--- src/pkg/stt_pkg.sv ---
package stt_pkg;
    localparam logic [7:0] ADDR_CTRL = 8'h00;
    localparam logic [7:0] ADDR_INSN = 8'h04;
    localparam logic [7:0] ADDR_STR_PTR = 8'h08;
    localparam logic [7:0] ADDR_TBL_BASE = 8'h0C;
    localparam logic [7:0] ADDR_COUNT = 8'h10;
    localparam logic [7:0] ADDR_STATUS = 8'h14;

    localparam int CTRL_START_BIT = 0;
    localparam int CTRL_MODE_LSB = 1;
    localparam int ST_BUSY_BIT = 0;
    localparam int ST_ZERO_BIT = 1;
    localparam int ST_OVFL_BIT = 2;
    localparam int ST_SUSP_BIT = 3;
    localparam int ST_BADOP_BIT = 4;
    localparam int ST_RESULT_LSB = 8;

    localparam logic [31:0] RST_WORD = 32'h0000_0000;
    localparam logic [15:0] RST_COUNT = 16'h0000;
    localparam logic [7:0] RST_BYTE = 8'h00;

    localparam logic [7:0] OP_HIGH = 8'hB8;
    localparam logic [3:0] NIB_DOWN_REP = 4'hE;
    localparam logic [3:0] NIB_UP_ONE = 4'h2;
    localparam logic [3:0] W2_HIGH = 4'h0;
    localparam logic [3:0] W2_LOW = 4'hE;
    localparam logic [3:0] FIELD_NONE = 4'h0;

    localparam logic [31:0] STEP_UP = 32'h0000_0001;
    localparam logic [31:0] STEP_DOWN = 32'hFFFF_FFFF;
    localparam logic [15:0] COUNT_ONE = 16'h0001;

    typedef enum logic [1:0] {
        STT_MODE_COMPACT = 2'h0,
        STT_MODE_SEGMENTED = 2'h1,
        STT_MODE_LINEAR = 2'h2,
        STT_MODE_RSVD = 2'h3
    } stt_mode_t;

    typedef enum logic [5:0] {
        S_IDLE = 6'h01,
        S_TGT_REQ = 6'h02,
        S_TGT_WAIT = 6'h04,
        S_TBL_REQ = 6'h08,
        S_TBL_WAIT = 6'h10,
        S_UPDATE = 6'h20
    } stt_state_t;

    typedef enum logic [1:0] {
        MP_IDLE = 2'h1,
        MP_WAIT = 2'h2
    } stt_mp_state_t;

    typedef struct packed {
        logic psel;
        logic penable;
        logic pwrite;
        logic [7:0] paddr;
        logic [31:0] pwdata;
    } stt_apb_req_t;

    typedef struct packed {
        logic pready;
        logic pslverr;
        logic [31:0] prdata;
    } stt_apb_rsp_t;

    typedef struct packed {
        logic req;
        logic [31:0] addr;
    } stt_mem_req_t;
endpackage

--- src/stt_addr_calc.sv ---
module stt_addr_calc (
    input wire stt_pkg::stt_mode_t mode_i,
    input wire logic [31:0] tbl_base_i,
    input wire logic [7:0] tgt_byte_i,
    input wire logic [31:0] ptr_i,
    input wire logic down_i,
    output logic [31:0] tbl_addr_o,
    output logic [31:0] next_ptr_o
);
    import stt_pkg::*;

    // pointer width per mode
    // only linear carries into the upper half; compact and segmented wrap in 16 bits
    function automatic logic [31:0] mode_add(input stt_mode_t mode, input logic [31:0] a,
                                             input logic [31:0] b);
        logic [31:0] sum;
        sum = a + b;
        if (mode == STT_MODE_LINEAR) begin
            return sum;
        end
        return {a[31:16], sum[15:0]};
    endfunction

    assign tbl_addr_o = mode_add(mode_i, tbl_base_i, {24'h000000, tgt_byte_i});
    assign next_ptr_o = mode_add(mode_i, ptr_i, down_i ? STEP_DOWN : STEP_UP);
endmodule // stt_addr_calc

--- src/stt_mem_port.sv ---
module stt_mem_port (
    input wire logic clk_i,
    input wire logic rst_i,
    input wire logic start_i,
    input wire logic [31:0] addr_i,
    input wire logic mem_ack_i,
    input wire logic [7:0] mem_rdata_i,
    output stt_pkg::stt_mem_req_t mem_o,
    output logic done_o,
    output logic [7:0] data_o
);
    import stt_pkg::*;

    stt_mp_state_t state;
    stt_mp_state_t next_state;
    stt_mem_req_t next_mem;
    logic next_done;
    logic [7:0] next_data;

    always_comb begin
        next_state = state;
        next_mem = mem_o;
        next_done = 1'b0;
        next_data = data_o;
        case (state)
            MP_IDLE: begin
                if (start_i) begin
                    next_mem.req = 1'b1;
                    next_mem.addr = addr_i;
                    next_state = MP_WAIT;
                end
            end
            MP_WAIT: begin
                // request and address stay put until the memory answers
                if (mem_ack_i) begin
                    next_mem.req = 1'b0;
                    next_data = mem_rdata_i;
                    next_done = 1'b1;
                    next_state = MP_IDLE;
                end
            end
            default: begin
                next_state = MP_IDLE;
                next_mem.req = 1'b0;
            end
        endcase
    end

    always_ff @(posedge clk_i) begin
        if (rst_i) begin
            state <= MP_IDLE;
            mem_o <= '0;
            done_o <= 1'b0;
            data_o <= RST_BYTE;
        end else begin
            state <= next_state;
            mem_o <= next_mem;
            done_o <= next_done;
            data_o <= next_data;
        end
    end
endmodule // stt_mem_port

--- src/stt_unit.sv ---
module stt_unit (
    input wire logic clk_i,
    input wire logic rst_i,
    input wire stt_pkg::stt_apb_req_t apb_i,
    output stt_pkg::stt_apb_rsp_t apb_o,
    input wire logic irq_pending_i,
    input wire logic mem_ack_i,
    input wire logic [7:0] mem_rdata_i,
    output stt_pkg::stt_mem_req_t mem_o
);
    import stt_pkg::*;

    stt_state_t state;
    stt_state_t next_state;
    stt_mode_t mode;
    stt_mode_t next_mode;
    logic [31:0] insn;
    logic [31:0] next_insn;
    logic [31:0] str_ptr;
    logic [31:0] next_str_ptr;
    logic [31:0] tbl_base;
    logic [31:0] next_tbl_base;
    logic [15:0] count;
    logic [15:0] next_count;
    logic [7:0] result;
    logic [7:0] next_result;
    logic [7:0] tgt_byte;
    logic [7:0] next_tgt_byte;
    logic zero;
    logic next_zero;
    logic ovfl;
    logic next_ovfl;
    logic susp;
    logic next_susp;
    logic badop;
    logic next_badop;
    logic is_down;
    logic next_is_down;
    stt_apb_rsp_t next_apb;

    logic busy;
    logic wr_fire;
    logic start_req;
    logic dec_down;
    logic dec_up;
    logic [15:0] cnt_dec;
    logic cont;
    logic mp_start;
    logic [31:0] mp_addr;
    logic mp_done;
    logic [7:0] mp_data;
    logic [31:0] tbl_addr;
    logic [31:0] step_ptr;

    assign busy = (state != S_IDLE);
    assign wr_fire = apb_i.psel & apb_i.penable & apb_o.pready & apb_i.pwrite;
    assign start_req = wr_fire & (apb_i.paddr == ADDR_CTRL) & apb_i.pwdata[CTRL_START_BIT];

    assign dec_down = (insn[15:8] == OP_HIGH) && (insn[7:4] != FIELD_NONE)
        && (insn[3:0] == NIB_DOWN_REP) && (insn[31:28] == W2_HIGH)
        && (insn[23:20] != FIELD_NONE) && (insn[19:16] == W2_LOW);
    assign dec_up = (insn[15:8] == OP_HIGH) && (insn[7:4] != FIELD_NONE)
        && (insn[3:0] == NIB_UP_ONE);

    // 16-bit counter wrap
    // a count of zero decrements to FFFF, which is how 65536 bytes are covered
    assign cnt_dec = count - COUNT_ONE;
    assign cont = is_down && (mp_data == RST_BYTE) && (cnt_dec != RST_COUNT);

    assign mp_start = (state == S_TGT_REQ) || (state == S_TBL_REQ);
    assign mp_addr = (state == S_TBL_REQ) ? tbl_addr : str_ptr;

    stt_addr_calc u_addr (
        .mode_i(mode),
        .tbl_base_i(tbl_base),
        .tgt_byte_i(tgt_byte),
        .ptr_i(str_ptr),
        .down_i(is_down),
        .tbl_addr_o(tbl_addr),
        .next_ptr_o(step_ptr)
    );

    stt_mem_port u_mem (
        .clk_i(clk_i),
        .rst_i(rst_i),
        .start_i(mp_start),
        .addr_i(mp_addr),
        .mem_ack_i(mem_ack_i),
        .mem_rdata_i(mem_rdata_i),
        .mem_o(mem_o),
        .done_o(mp_done),
        .data_o(mp_data)
    );

    always_comb begin
        next_state = state;
        next_mode = mode;
        next_insn = insn;
        next_str_ptr = str_ptr;
        next_tbl_base = tbl_base;
        next_count = count;
        next_result = result;
        next_tgt_byte = tgt_byte;
        next_zero = zero;
        next_ovfl = ovfl;
        next_susp = susp;
        next_badop = badop;
        next_is_down = is_down;
        // software may only load operands while the engine rests, so the
        // engine's own updates never collide with a bus write
        if (wr_fire && !busy) begin
            if (apb_i.paddr == ADDR_CTRL) begin
                next_mode = stt_mode_t'(apb_i.pwdata[CTRL_MODE_LSB +: 2]);
            end else if (apb_i.paddr == ADDR_INSN) begin
                next_insn = apb_i.pwdata;
            end else if (apb_i.paddr == ADDR_STR_PTR) begin
                next_str_ptr = apb_i.pwdata;
            end else if (apb_i.paddr == ADDR_TBL_BASE) begin
                next_tbl_base = apb_i.pwdata;
            end else if (apb_i.paddr == ADDR_COUNT) begin
                next_count = apb_i.pwdata[15:0];
            end
        end
        case (state)
            S_IDLE: begin
                if (start_req) begin
                    next_susp = 1'b0;
                    // mode and opcode are checked against values already held,
                    // so a start bit written with a new mode is checked against the old one but runs in the new one
                    if ((dec_down || dec_up) && (mode != STT_MODE_RSVD)) begin
                        next_badop = 1'b0;
                        next_is_down = dec_down;
                        next_state = S_TGT_REQ;
                    end else begin
                        next_badop = 1'b1;
                    end
                end
            end
            S_TGT_REQ: begin
                next_state = S_TGT_WAIT;
            end
            S_TGT_WAIT: begin
                if (mp_done) begin
                    next_tgt_byte = mp_data;
                    next_state = S_TBL_REQ;
                end
            end
            S_TBL_REQ: begin
                next_state = S_TBL_WAIT;
            end
            S_TBL_WAIT: begin
                if (mp_done) begin
                    next_state = S_UPDATE;
                end
            end
            S_UPDATE: begin
                next_result = mp_data;
                next_zero = (mp_data == RST_BYTE);
                next_ovfl = (cnt_dec == RST_COUNT);
                next_str_ptr = step_ptr;
                next_count = cnt_dec;
                if (cont && irq_pending_i) begin
                    next_susp = 1'b1;
                    next_state = S_IDLE;
                end else if (cont) begin
                    next_state = S_TGT_REQ;
                end else begin
                    next_state = S_IDLE;
                end
            end
            default: begin
                next_state = S_IDLE;
            end
        endcase
    end

    always_comb begin
        next_apb = apb_o;
        next_apb.pready = 1'b0;
        next_apb.pslverr = 1'b0;
        if (apb_i.psel && apb_i.penable && !apb_o.pready) begin
            next_apb.pready = 1'b1;
            next_apb.prdata = RST_WORD;
            if (apb_i.paddr == ADDR_CTRL) begin
                next_apb.prdata[CTRL_MODE_LSB +: 2] = mode;
            end else if (apb_i.paddr == ADDR_INSN) begin
                next_apb.prdata = insn;
            end else if (apb_i.paddr == ADDR_STR_PTR) begin
                next_apb.prdata = str_ptr;
            end else if (apb_i.paddr == ADDR_TBL_BASE) begin
                next_apb.prdata = tbl_base;
            end else if (apb_i.paddr == ADDR_COUNT) begin
                next_apb.prdata[15:0] = count;
            end else if (apb_i.paddr == ADDR_STATUS) begin
                next_apb.prdata[ST_BUSY_BIT] = busy;
                next_apb.prdata[ST_ZERO_BIT] = zero;
                next_apb.prdata[ST_OVFL_BIT] = ovfl;
                next_apb.prdata[ST_SUSP_BIT] = susp;
                next_apb.prdata[ST_BADOP_BIT] = badop;
                next_apb.prdata[ST_RESULT_LSB +: 8] = result;
            end else begin
                next_apb.pslverr = 1'b1;
            end
        end
    end

    always_ff @(posedge clk_i) begin
        if (rst_i) begin
            state <= S_IDLE;
            mode <= STT_MODE_COMPACT;
            insn <= RST_WORD;
            str_ptr <= RST_WORD;
            tbl_base <= RST_WORD;
            count <= RST_COUNT;
            result <= RST_BYTE;
            tgt_byte <= RST_BYTE;
            zero <= 1'b0;
            ovfl <= 1'b0;
            susp <= 1'b0;
            badop <= 1'b0;
            is_down <= 1'b0;
            apb_o <= '0;
        end else begin
            state <= next_state;
            mode <= next_mode;
            insn <= next_insn;
            str_ptr <= next_str_ptr;
            tbl_base <= next_tbl_base;
            count <= next_count;
            result <= next_result;
            tgt_byte <= next_tgt_byte;
            zero <= next_zero;
            ovfl <= next_ovfl;
            susp <= next_susp;
            badop <= next_badop;
            is_down <= next_is_down;
            apb_o <= next_apb;
        end
    end
endmodule // stt_unit

--- config.mk ---
export PLATFORM = sky130hd
export DESIGN_NAME = stt_unit
export DESIGN_NICKNAME = d
export VERILOG_FILES = /design/src/pkg/stt_pkg.sv /design/src/stt_addr_calc.sv /design/src/stt_mem_port.sv /design/src/stt_unit.sv
export SDC_FILE = /design/constraint.sdc
export NUM_CORES = 1
export LEC_CHECK = 0
export BUFFER_PORTS_ARGS = -buffer_cell sky130_fd_sc_hd__buf_2
export CELL_PAD_IN_SITES_DETAIL_PLACEMENT = 1
export CELL_PAD_IN_SITES_GLOBAL_PLACEMENT = 2
export CORE_ASPECT_RATIO = 1.1
export CORE_MARGIN = 2
export CORE_UTILIZATION = 38
export DETAILED_ROUTE_END_ITERATION = 16
export HOLD_SLACK_MARGIN = 0.05
export PLACE_DENSITY = 0.9
export SKIP_LAST_GASP = 1
export SYNTH_ARGS = -nofsm -noshare
export SYNTH_HDL_FRONTEND = slang
export SYNTH_SLANG_ARGS = --single-unit
export TNS_END_PERCENT = 10
--- constraint.sdc ---
create_clock -name clk_i -period 9.51 [get_ports clk_i]
set_clock_uncertainty 0.1 [all_clocks]
set_input_delay 0.951 -clock clk_i [delete_from_list [all_inputs] [get_ports clk_i]]
set_output_delay 0.951 -clock clk_i [all_outputs]
set_load 0.01 [all_outputs]
# Word level (Yosys, flattened, before mapping)
# Index checks and enable logic that the tools add are counted.
[op_classes]
n_reduce_logical = 44
mux = 55
bitwise = 10
n_eq_ne = 32
add_sub_neg = 3
[ops]
columns = ["operator", "count"]
rows = [
  ["two-way mux 32 bit", 13],
  ["two-way mux 16 bit", 9],
  ["one-hot mux 6 bit (6 select lines)", 1],
  ["two-way mux 34 bit", 1],
  ["two-way mux 33 bit", 1],
  ["adder 32 bit", 1],
  ["adder 32 x 8 -> 32 bit", 1],
  ["two-way mux 30 bit", 1],
  ["two-way mux 6 bit", 4],
  ["== test 8 x 4 -> 1 bit (second input constant)", 2],
  ["== test 8 x 5 -> 1 bit (second input constant)", 2],
  ["zero test 16 bit", 1],
  ["zero test 8 bit", 2],
  ["two-way mux 8 bit", 2],
  ["nonzero test 16 bit", 1],
  ["subtractor 16 x 1 -> 16 bit (second input constant)", 1],
  ["!= test 2 x 1 -> 1 bit (second input constant)", 7],
  ["logical AND 1 bit", 13],
  ["two-way mux 1 bit", 12],
  ["!= test 2 bit (second input constant)", 6],
  ["AND reduction 2 bit", 6],
  ["two-way mux 2 bit", 5],
  ["two-way mux 5 bit", 2],
  ["AND reduction 5 bit", 2],
  ["28 further kinds", 48],
]
[word_totals]
output_inout_bits = 67
inputBits = 55
word_cells = 166
ff_bits = 219

# Longest topological paths before layout
# Gate-level depths: netlist (run 1).
[logic_depth]
depth_word = 11
mapped_depth = 12
mapped_depth_nobuf = 12

# By module
# Synthesis (run 1) repeated with hierarchy kept, for this count alone.
[hier_totals]
hier_cells = 1686
hier_area_um2 = 13237.7
[by_module_without_submodules]
columns = ["module", "cells_each", "seq_area_each_um2", "instances", "area_per_inst_um2"]
rows = [
  ["stt_unit", 1077, 3503.4, 1, 8436.8],
  ["stt_addr_calc", 421, 0.0, 1, 2837.7],
  ["stt_mem_port", 188, 880.8, 1, 1963.1],
]

# Worst setup path after synthesis (run 1)
# Ideal clock, no wire load.
[synth_path]
kind = "register to register"
startpoint = "reg is_down"
endpoint = "reg str_ptr[30]"
path_buffers = 0
required_ns = 9.286
t_arrival_ns = 3.303
setup_ns = 0.124
slack_ns = 5.983
stages_incl_launch_ff = 12
period_less_slack_ns = 3.527
cell_sequence = "dfxtp_1 inv_1 fa_1 nor2b_1 o21a_1 o21ai_0 a21oi_2 a31o_2 a21o_1 a2bb2oi_2 or4b_1 nor3b_1"
[synth_between]
elab_chain_cells = 5
[synth_lines]
columns = ["item", "line", "source"]
rows = [
  ["from (decl)", "stt_unit.sv:37", "logic is_down;"],
  ["from (signal assigned)", "stt_unit.sv:236", "is_down <= next_is_down;"],
  ["two-way mux 32 bit", "stt_addr_calc.sv:25", "assign next_ptr_o = mode_add(mode_i, ptr_i, down_i ? STEP_DOWN : STEP_UP);"],
  ["adder 32 bit", "stt_addr_calc.sv:17", "sum = a + b;"],
  ["two-way mux 32 bit", "stt_addr_calc.sv:18", "if (mode == STT_MODE_LINEAR) begin"],
  ["two-way mux 32 bit", "stt_addr_calc.sv:21", "return {a[31:16], sum[15:0]};"],
  ["two-way mux 32 bit", "stt_unit.sv:124", "case (state)"],
  ["to (signal assigned)", "stt_unit.sv:227", "str_ptr <= next_str_ptr;"],
  ["to (decl)", "stt_unit.sv:19", "logic [31:0] str_ptr;"],
]
# No other way between the ends. The select of a mux whose other input is x is not followed.
# A chain may end at the register's enable or synchronous reset.

# Worst setup path in the final report (run 1)
[layout_path]
startpoint = "in apb_i[33] (netlist bit)"
endpoint = "reg tbl_base[20]"
[layout_between]
elab_chain_cells = 3
elab_cells_between_ends = 8
cone_classes = "3 x eq/ne; 3 x bitwise; 2 x reduce/logical"
[layout_lines]
columns = ["item", "line", "source"]
rows = [
  ["from (decl)", "stt_unit.sv:4", "input wire stt_pkg::stt_apb_req_t apb_i,"],
  ["== test 8 x 4 -> 1 bit (tied with other cells)", "stt_unit.sv:116", "end else if (apb_i.paddr == ADDR_STR_PTR) begin"],
  ["inverter 1 bit (no line)", "--", ""],
  ["AND reduction 5 bit (no line) (*)", "--", ""],
  ["to (signal assigned)", "stt_unit.sv:228", "tbl_base <= next_tbl_base;"],
  ["to (decl)", "stt_unit.sv:21", "logic [31:0] tbl_base;"],
]
# Mark *: on every way between the ends. The rest lies on a longest branch, timed or not.

==> results of run 1 <==
## cells in the mapped netlist (23+ instances only)
| master | number |
|---|---|
| nand2_1 | 286 |
| dfxtp_1 | 219 |
| a21oi_1 | 212 |
| nor2_1 | 161 |
| clkbuf_1 | 88 |
| o21ai_0 | 75 |
| nor3_1 | 47 |
| xnor2_1 | 41 |
| ha_1 | 40 |
| nand3_1 | 36 |
| a311oi_1 | 23 |
| inv_1 | 23 |
## layout make-up
class | count | area (sq um) | share of cell area (%)
multi-input cells | 1289 | 7670 | 53.9
flip-flops and latches | 219 | 4380 | 30.8
clock buffers | 37 | 731 | 5.13
repair buffers | 136 | 724 | 5.09
well taps | 432 | 541 | 3.80
clock inverters | 7 | 90.1 | 0.633
inverters | 23 | 86.3 | 0.607
## path summary, 6_finish.rpt
kind	startpoint	end	cells after the start
max	apb_i[33]	tbl_base[20]	7
min	apb_o[3]	apb_o[3]	2
max reg2reg	is_down	str_ptr[30]	12
min reg2reg	apb_o[3]	apb_o[3]	2
## per-stage QoR
stage | hold slack (ns) | utilization (%)
2_1_floorplan | 0.329 | -
3_3_place_gp | 0.340 | 40.6
3_5_place_dp | 0.347 | 40.6
4_1_cts | 0.356 | 43.1
5_1_grt | 0.374 | 43.1
6_report | 0.352 | 43.1
## logic make-up (layout without fill, tap and decap cells)
kind of cell	after synthesis	after routing	synth area share, %
buffers and inverters	142	203	4.84
xor gates and xnor gates	60	60	4.15
muxes	37	37	3.18
DFF	219	219	34.6
and+or+nand+nor	669	669	24.8
adders and majority gates	42	42	4.27
AOI/OAI and AO/OA	481	481	24.2
## power breakdown
part	internal (mW)	total, mW	switching, mW	leakage (nW)
Sequential	0.920	0.924	0.00418	1.76
Combinational	0.0268	0.0972	0.0704	3.23
Clock	0.583	0.976	0.393	0.399
Total	1.53	2.00	0.468	5.39
## critical path, stage by stage
cell	delay [ns]
buf_2	0.10
or4_4	0.57
nor3_4	0.51
and2_1	0.55
nand3_1	1.01
nand2_1	0.34
a21oi_1	0.10
## state kept, by name, summed over array words and instances, names as in the netlist
signal and cells:
u_mem.data_o 8, tbl_base 32, zero 1, susp 1, ovfl 1, badop 1
is_down 1, tgt_byte 8, u_mem.mem_o 33, insn 32, apb_o 34, result 8
str_ptr 32, state 6, count 16, u_mem.state 2, u_mem.done_o 1, mode 2
## layer usage
metal | wire, um | vias up | global-route usage, %
li1 | - | 5984 | -
met1 | 21200 | 6275 | 36.0
met2 | 21600 | 339 | 42.8
met3 | 2330 | 66 | 3.02
met4 | 1210 | 0 | 7.44
met5 | 0 | - | 0
==> summary.md, run 1 <==
| Metric | Value |
|---|---|
| Post-synth top flop | dfxtp_1 |
| Setup crit end kind | flop |
| Tmin final | 3.89 ns |
| Largest net degree at the start of global routing | 87 |
| Placed insts | 2,099 |
| Most common cell after layout, fill and taps aside | nand2_1 |
| Fin crit share | between 40 and 50% |
| Setup ws final | around 5.6 ns |
| Post-Route Setup TNS | 0 ns |
| Least-Margin Pin Slew | approximately 1.3 ns |
| Hold crit path type | flop to flop |
| Static Leak | 5.39 nW |
| Area post-placement | 0.0134 sq mm |
| Antenna violations before repair | 0 |
| Outcome | finished, final reports clean |
| Ant diodes | 0 |
| Clock Tree Root | clkbuf_16 |
| Die span in x | 178 um |
| Ys Warns | 0 |
| Core area | 0.0330 sq mm |
| GR Overflow Total | 0 |
| Most frequent cells in the layout | nand2_1 (286), dfxtp_1 (219), a21oi_1 (212) |
| Seq/Total Area, Yosys | 34.6% |
| Hold Buf Count CTS | 0 |
| Share of layout cells above drive strength 1 | approximately 14% |
| Post-synth top area share | between 30 and 40% |
| Worst reg-to-reg setup slack | 5.69 ns |
| EDFF count, synth | 0 |
| Die H | ~200 um |
| Synth unique cells | 91 |
| DRC Markers | 0 |
| Routed WL | 46.3 mm |
| FILL cells | 4,049 |
| Drt via density | 5.91 |
| First-pass GRT wire length | 71.3 mm |
| Total Power | 2.00 mW |
| Seq cells post-synth | between 200 and 250 |
| Max-slew violations | 0 |
| HPWL after DPL | 34.3 mm |
| Gpl congestion | 0.898 |
| CP required | 9.77 ns |
| Post-Syn Area | 0.0127 sq mm |
| Gr usage total | roughly a quarter |
| Crit path kind | input pin to flop |
| Initial core utilization | a little under two fifths |
| DR vias | 12,700 |
| Mapped Nets | 1,747 |
| Area delta synth->final | 12.3% |
| Die area | between 0.03 and 0.04 sq mm |
| IO Pins | 122 |
| Max-slew headroom | 14.8% |
| CTS max path bufs | 3 |
| Largest fanout on the critical path | 32 |
| Final setup vio count | 0 |
| Peak supply drop | around 0.11 mV |
| Wire per inst | 21.6 um |
| Cell Count, Final, Fillers Out | 2,143 |
| Cell Pwr Density | around 140 mW/mm^2 |
| Final instance area | about 0.014 sq mm |
| Synthesized instance count | roughly 1,700 |
| Post-Place Worst Slack | 5.18 ns |
| Reg clk slew, reported paths | 0.06 ns |
| Buffers on Ports | 121 |
| Largest cells by area after synthesis | dfxtp_1 (35%), nand2_1 (8.5%), a21oi_1 (8.4%) |
| Syn Area/Cell | 7.68 sq um |
| RSZ-0062 raised after global routing | no |
| Crit path DAT | ~4.2 ns |
| Sink Count | between 200 and 250 |
| TritonCTS Buffers | 25 |
| Async S/R FF share, synth | 0% |
| # Post-CTS Setup Buffers | 0 |
| Starting DRC count in detailed routing | 855 |
| Max Freq | 257 MHz |
| Fin. Hold Viols | 0 |
| Worst setup SP type | input pin |
| Antenna Violating Nets Remaining | 0 |
| Clk Latency, worst-skew pair | 0.53 ns |
| Leading area contributor after synthesis | dfxtp_1 |
| H-tree levels | 1 |
| Post-cts sizing count | 0 |
| Pre-antenna DRT Iters | 5 |
| Max_cap viols | 0 |
| TritonCTS clock tree | done |
| Row count | 70 |
| Nets@finish | 1,791 |
| Vias in the first global route | 12,400 |
(Power assumes the default switching activity.)
==> inputs of run 2 (changes only) <==
CORE_UTILIZATION = 32   (was 38)
PLACE_DENSITY = 0.81   (was 0.9)
clock period = 3.2 ns   (was 9.51 ns; I/O delays follow)
==> run 2 against run 1 <==
Effect of this change: core utilization is 3.8 points lower; design area is 7.8% higher; clock-buffer cell count is 1 lower; clock power grew to 3.6 times the previous value; combinational power grew to 3.6 times the previous value; final cell count is 7.8% higher; first-iteration DRC count is 0.70% lower; global-route usage is 2.2 points lower; sequential cell count stayed put; critical endpoint is now u_mem.mem_o[12]; largest cell class unchanged.
==> summary.md, run 2 (synthesized netlist as in run 1, its figures left out) <==
| Metric | Value |
|---|---|
| H-tree levels | 1 (unchanged) |
| FILL cells | 4,762 (was 4,049) |
| Vias in the first global route | 13,100 (was 12,400) |
| Max FFs per register | 34 (unchanged) |
| Starting DRC count in detailed routing | 849 (was 855) |
| Wire per inst | 21.9 um (was 21.6 um) |
| HPWL after DPL | 37.2 mm (was 34.3 mm) |
| Largest fanout on the critical path | 10 (was 32) |
| Setup ws final | 0.107 ns (was 5.62 ns) |
| Most frequent cells in the layout | nand2_1 (286), dfxtp_1 (218), a21oi_1 (212) (was nand2_1 (286), dfxtp_1 (219), a21oi_1 (212)) |
| Peak supply drop | 0.336 mV (was 0.110 mV) |
| Fin. Hold Viols | 0 (unchanged) |
| Ant diodes | 0 (unchanged) |
| Power share of the combinational group | 5.2% (was 4.9%) |
| GR Overflow Total | 0 (unchanged) |
| Crit path kind | flop to flop (was input pin to flop) |
| Antenna Violating Nets Remaining | 0 (unchanged) |
| Nets@finish | 1,882 (was 1,791) |
| Final hold slack | 0.0935 ns (was 0.352 ns) |
| Max Freq | 323 MHz |
| Crit path DAT | 3.47 ns (was 4.15 ns) |
| RSZ-0062 raised after global routing | yes (was no) |
| Tmin final | roughly 3.1 ns |
| Most common cell after layout, fill and taps aside | nand2_1 (unchanged) |
| Area post-placement | 0.0139 sq mm (was 0.0134 sq mm) |
| Clock Tree Root | clkbuf_16 (unchanged) |
| First-pass GRT wire length | 77.8 mm (was 71.3 mm) |
| Worst setup SP type | flop (was input pin) |
| Fin util | 39.3% (was 43.1%) |
| Cell-internal power | 5.14 mW (was 1.53 mW) |
| Post-Place Worst Slack | 0.0139 ns (was 5.18 ns) |
| Biggest regs | apb_o x34, u_mem.mem_o x33 (unchanged) |
| Setup crit end kind | flop (unchanged) |
| Row count | 76 (was 70) |
| Reg clk slew, reported paths | 0.06 ns (about the same) |
| Pre-antenna DRT Iters | 7 (was 5) |
| Cell Pwr Density | 433 mW/mm^2 (was 140 mW/mm^2) |
| Switching power of the nets | 1.50 mW (was 0.468 mW) |
| Share of layout cells above drive strength 1 | 16.2% (was 13.9%) |
| Initial core utilization | 32.4% (was 38.4%) |
| DR vias | 13,100 (was 12,700) |
| Hold crit path type | input pin to flop (was flop to flop) |
| Sink Count | 219 (unchanged) |
| DRC Markers | 0 (unchanged) |
| Clk Latency, worst-skew pair | 0.55 ns (was 0.53 ns) |
| Fin crit share | 96.7% |
| Buffers on Ports | 121 (unchanged) |
| Core area | 0.0391 sq mm (was 0.0330 sq mm) |
| CTS max path bufs | 3 (unchanged) |
| Outcome | finished, final reports clean (unchanged) |
| IO Pins | 122 (unchanged) |
| Static Leak | 5.92 nW (was 5.39 nW) |
| Area delta synth->final | 21.1% (was 12.3%) |
| CP required | 3.58 ns (was 9.77 ns) |
| TritonCTS clock tree | done (unchanged) |
| Gr usage total | 23.9% (was 26.1%) |
| Routed WL | 50.7 mm (was 46.3 mm) |
| Drt via density | 5.67 (was 5.91) |
| Max-slew headroom | 27.5% (was 14.8%) |
| TritonCTS Buffers | 27 (was 25) |
| Max_cap viols | 0 (unchanged) |
| Clk network pwr share | 53.5% (was 48.9%) |
| Die H | 213 um (was 196 um) |
| Final setup vio count | 0 (unchanged) |
| Die area | 0.0412 sq mm (was 0.0348 sq mm) |
| Least-Margin Pin Slew | 1.09 ns (was 1.27 ns) |
| Sequential Power Share | 41.3% (was 46.3%) |
| Antenna violations before repair | 1 (was 0) |
| Register name with the most flops | apb_o (unchanged) |
| Largest net degree at the start of global routing | 83 (was 87) |
| Switching Fraction | 22.6% (was 23.4%) |
| Max-slew violations | 0 (unchanged) |
| Final instance area | 0.0153 sq mm (was 0.0142 sq mm) |
| Die span in x | 194 um (was 178 um) |
| Gpl congestion | 0.886 (was 0.898) |
run 2: worst max-delay path, cell delays in order, from the launching register on:
cell and delay (ns):
dfxtp_1 0.36, ha_1 0.18, inv_1 0.05, fa_1 0.38, nor2b_1 0.16, o21ai_1 0.09
a21boi_0 0.30, o21ai_2 0.22, a211oi_2 0.46, nand3_1 0.15, xor2_1 0.17, a211o_1 0.30
a21oi_1 0.11
run 2: final cells by class:
type / count / area (sq um) / area share [%]
inverters: 23 / 86.3 / 0.563
multi-input cells: 1289 / 7680 / 50.1
repair buffers: 225 / 1540 / 10.0
clock inverters: 11 / 258 / 1.68
well taps: 507 / 634 / 4.13
flip-flops and latches: 219 / 4390 / 28.6
clock buffers: 36 / 759 / 4.95
run 2: power groups by stage:
stage	Combinational [mW]	Clock [mW]	Sequential [mW]
after CTS	0.342	3.61	2.75
after global placement	0.298	0	2.81
after detailed placement	0.302	0	2.81
after floorplan	0.158	0	2.81
final	0.347	3.55	2.75
after global routing	0.367	3.73	2.75
run 2: what timing repair did:
item                       in CTS  in global routing
resized for setup               1                  4
hold buffers                   41                  0
hold endpoints to repair       93                  0
setup endpoints to repair       1                 18
setup buffers                   0                  0
run 2: metrics by stage:
step / cells / total power, mW / setup TNS [ns]
3_5_place_dp: 2222 / 3.11 / 0
4_1_cts: 2310 / 6.70 / 0
6_report: 2310 / 6.65 / 0
5_1_grt: 2310 / 6.84 / -0.591
2_1_floorplan: 1650 / 2.96 / 0
3_3_place_gp: 2222 / 3.10 / 0
run 2: final timing paths:
kind	slack [ns]	cells after the start	startpoint	endpoint
max	0.11	12	tbl_base[0]	u_mem.mem_o[12]
min	0.09	3	apb_i[0]	tbl_base[0]
max reg2reg	0.11	12	tbl_base[0]	u_mem.mem_o[12]
min reg2reg	0.35	2	u_mem.mem_o[1]	u_mem.mem_o[1]
run 2: layer usage:
metal  vias to the layer above  global-route usage, %  part of all wire [%]
met2                       348                   39.6                    46
met5                         -                      0                     0
met3                        82                   2.73                   5.3
met1                      6495                   32.7                    46
li1                       6163                      -                     -
met4                         0                   7.32                   2.6
==> inputs of run 3 (changes only) <==
RECOVER_POWER = 50   (was unset)
==> run 3 against run 2 <==
Effect of this change: the run now ends with capacitance limit, slew limit left; critical path depth is the same; die area is the same; clock power is essentially flat; setup slack lost 0.0077 ns; global-route usage is the same; critical path type unchanged; critical endpoint unchanged; largest power group unchanged.
==> summary.md, run 3 (synthesized netlist as in run 1, its figures left out) <==
| Metric | Value |
|---|---|
| Tmin final | 3.10 ns (was 3.09 ns) |
| Row count | 76 (unchanged) |
| Vias in the first global route | 13,100 (unchanged) |
| Routed WL | 50.7 mm (about the same) |
| Max-slew violations | 51 (was 0) |
| Nets@finish | 1,882 (unchanged) |
| Antenna Violating Nets Remaining | 0 (unchanged) |
| Total Power | 6.64 mW (was 6.65 mW) |
| Gr usage total | 23.9% (unchanged) |
| Switching power of the nets | 1.50 mW (about the same) |
| Max Freq | 322 MHz (was 323 MHz) |
| R2r worst-path depth | 12 (unchanged) |
| CP required | 3.58 ns (about the same) |
| TritonCTS clock tree | done (unchanged) |
| IO Pins | 122 (unchanged) |
| Cell Pwr Density | 436 mW/mm^2 (was 433 mW/mm^2) |
| Gpl congestion | 0.886 (unchanged) |
| Cell family with most CP delay | compound AO/OA/AOI/OAI gates (unchanged) |
| Die area | 0.0412 sq mm (unchanged) |
| Sink Count | 219 (unchanged) |
| DRC Markers | 0 (unchanged) |
| Wire per inst | 22.0 um (was 21.9 um) |
| RSZ-0062 raised after global routing | yes (unchanged) |
| Buffers on Ports | 121 (unchanged) |
| Area delta synth->final | 20.3% (was 21.1%) |
| HPWL after DPL | 37.2 mm (unchanged) |
| Fin crit share | 96.9% (was 96.7%) |
| Max_cap viols | 1 (was 0) |
| Clock Tree Root | clkbuf_16 (unchanged) |
| Peak supply drop | 0.336 mV (about the same) |
| Drt via density | 5.66 (was 5.67) |
| Most common cell after layout, fill and taps aside | nand2_1 (unchanged) |
| WP depth | 12 (unchanged) |
| Crit path kind | flop to flop (unchanged) |
| Share of layout cells above drive strength 1 | 12.2% (was 16.2%) |
| Cell Count, Final, Fillers Out | 2,311 (was 2,310) |
| Final hold slack | 0.0851 ns (was 0.0935 ns) |
| Placed insts | 2,222 (unchanged) |
| Outcome | finished, violations left (was finished, final reports clean) |
| GR Overflow Total | 0 (unchanged) |
| Power share of the combinational group | 5.2% (about the same) |
| TritonCTS Buffers | 27 (unchanged) |
| DR vias | 13,100 (about the same) |
| Static Leak | 5.62 nW (was 5.92 nW) |
| Starting DRC count in detailed routing | 928 (was 849) |
| Sequential Power Share | 41.3% (about the same) |
| Reg clk slew, reported paths | 0.06 ns (about the same) |
| Least-Margin Pin Slew | 1.97 ns (was 1.09 ns) |
| Crit-path cells | ha_1, inv_1, fa_1, nor2b_1, o21ai_1, a21boi_0, o21ai_2, a211oi_2, nand3_1, xor2_1, a211o_1, a21oi_1 (unchanged) |
| Switching Fraction | 22.6% (about the same) |
| Largest fanout on the critical path | 10 (unchanged) |
| Buf/Inv on CP | 1 (unchanged) |
| Pre-antenna DRT Iters | 5 (was 7) |
| Final setup vio count | 0 (unchanged) |
| Core area | 0.0391 sq mm (unchanged) |
| Fin. Hold Viols | 0 (unchanged) |
| Most frequent cells in the layout | nand2_1 (286), dfxtp_1 (218), a21oi_1 (212) (unchanged) |
| CP max-delay cell | a211oi_2 (unchanged) |
| CP peak stage delay | 0.46 ns (about the same) |
| Hold crit path type | input pin to flop (unchanged) |
| CTS max path bufs | 3 (unchanged) |
| Failing checks | capacitance limit, slew limit |
| Max-slew headroom | -31.6% (was 27.5%) |
| Clk Latency, worst-skew pair | 0.56 ns (was 0.55 ns) |
| H-tree levels | 1 (unchanged) |
| # Post-CTS Setup Buffers | 0 (unchanged) |
| Max FFs per register | 34 (unchanged) |
| Largest net degree at the start of global routing | 83 (unchanged) |
| Fin util | 39.0% (was 39.3%) |
| First-pass GRT wire length | 77.8 mm (unchanged) |
| Initial core utilization | 32.4% (unchanged) |
| Die H | 213 um (unchanged) |
| Biggest regs | apb_o x34, u_mem.mem_o x33 (unchanged) |
| Worst setup SP type | flop (unchanged) |
| Die span in x | 194 um (unchanged) |
| Min-Delay Path Depth | 3 (unchanged) |
| Antenna violations before repair | 1 (unchanged) |
| Register name with the most flops | apb_o (unchanged) |
| Clk network pwr share | 53.5% (about the same) |
| Cell-internal power | 5.14 mW (about the same) |
| Crit path DAT | 3.48 ns (was 3.47 ns) |
| Setup crit end kind | flop (unchanged) |
==> run 3: cell types whose count changed in the layout (fill, tap and decap cells not counted) <==
cell      delta
nor3_1       +1
or2_2        -1
o32ai_1      +1
buf_4        -2
diode_2      +1
o32ai_2      -1
nor3_2       -1
buf_2       -67
clkbuf_1    +69
or2_1        +1
==> run 3: per-stage QoR <==
step	TNS [ns]	instance area (sq um)	setup slack (ns)
3_5_place_dp	0	13900	0.0139
5_1_grt	-0.591	15200	-0.0865
2_1_floorplan	0	12700	0.0491
4_1_cts	0	15300	0.0537
3_3_place_gp	0	13900	0.0874
6_report	0	15200	0.0988
==> run 3: area by class of cell <==
cell class,count,area [sq um]
diodes,1,2.50
well taps,507,634
inverters,23,86.3
clock buffers,36,759
multi-input cells,1289,7670
repair buffers,225,1450
clock inverters,11,258
fillers,4789,23800
flip-flops and latches,219,4390
==> run 3: final timing paths <==
path / start / to / slack (ns)
min: apb_i[0] / tbl_base[0] / 0.09
max reg2reg: tbl_base[0] / u_mem.mem_o[12] / 0.1
min reg2reg: u_mem.mem_o[1] / u_mem.mem_o[1] / 0.36
max: tbl_base[0] / u_mem.mem_o[12] / 0.1
==> run 3: worst register-to-register path, delay by kind of cell, from the launching register on <==
family                     cells  cell delay, ns
buffers and inverters          1            0.06
and+or+nand+nor                2            0.31
DFF                            1            0.36
adders and majority gates      2            0.56
AOI/OAI and AO/OA              6            1.49
xor gates and xnor gates       1            0.17
==> run 3: power groups by stage <==
stage	registers, mW	clock network [mW]	logic (mW)
floorplan	2.81	0	0.158
global placement	2.81	0	0.298
detailed placement	2.81	0	0.302
CTS	2.75	3.61	0.342
global route	2.75	3.73	0.363
finish	2.75	3.56	0.343
==> run 3: what timing repair did <==
| item | in CTS | in global routing |
|---|---|---|
| hold endpoints to repair | 93 | 0 |
| gates resized for setup | 1 | 4 |
| hold buffers | 41 | 0 |
| setup endpoints to repair | 1 | 18 |
==> run 3: metal layers <==
| layer | wire [um] | up-vias | global-route usage (%) | part of all wire (%) |
|---|---|---|---|---|
| met5 | 0 | - | 0 | 0 |
| met4 | 1370 | 0 | 7.32 | 2.7 |
| met3 | 3060 | 86 | 2.73 | 6.0 |
| met2 | 23400 | 359 | 39.6 | 46 |
| met1 | 22900 | 6473 | 32.7 | 45 |
| li1 | - | 6159 | - | - |
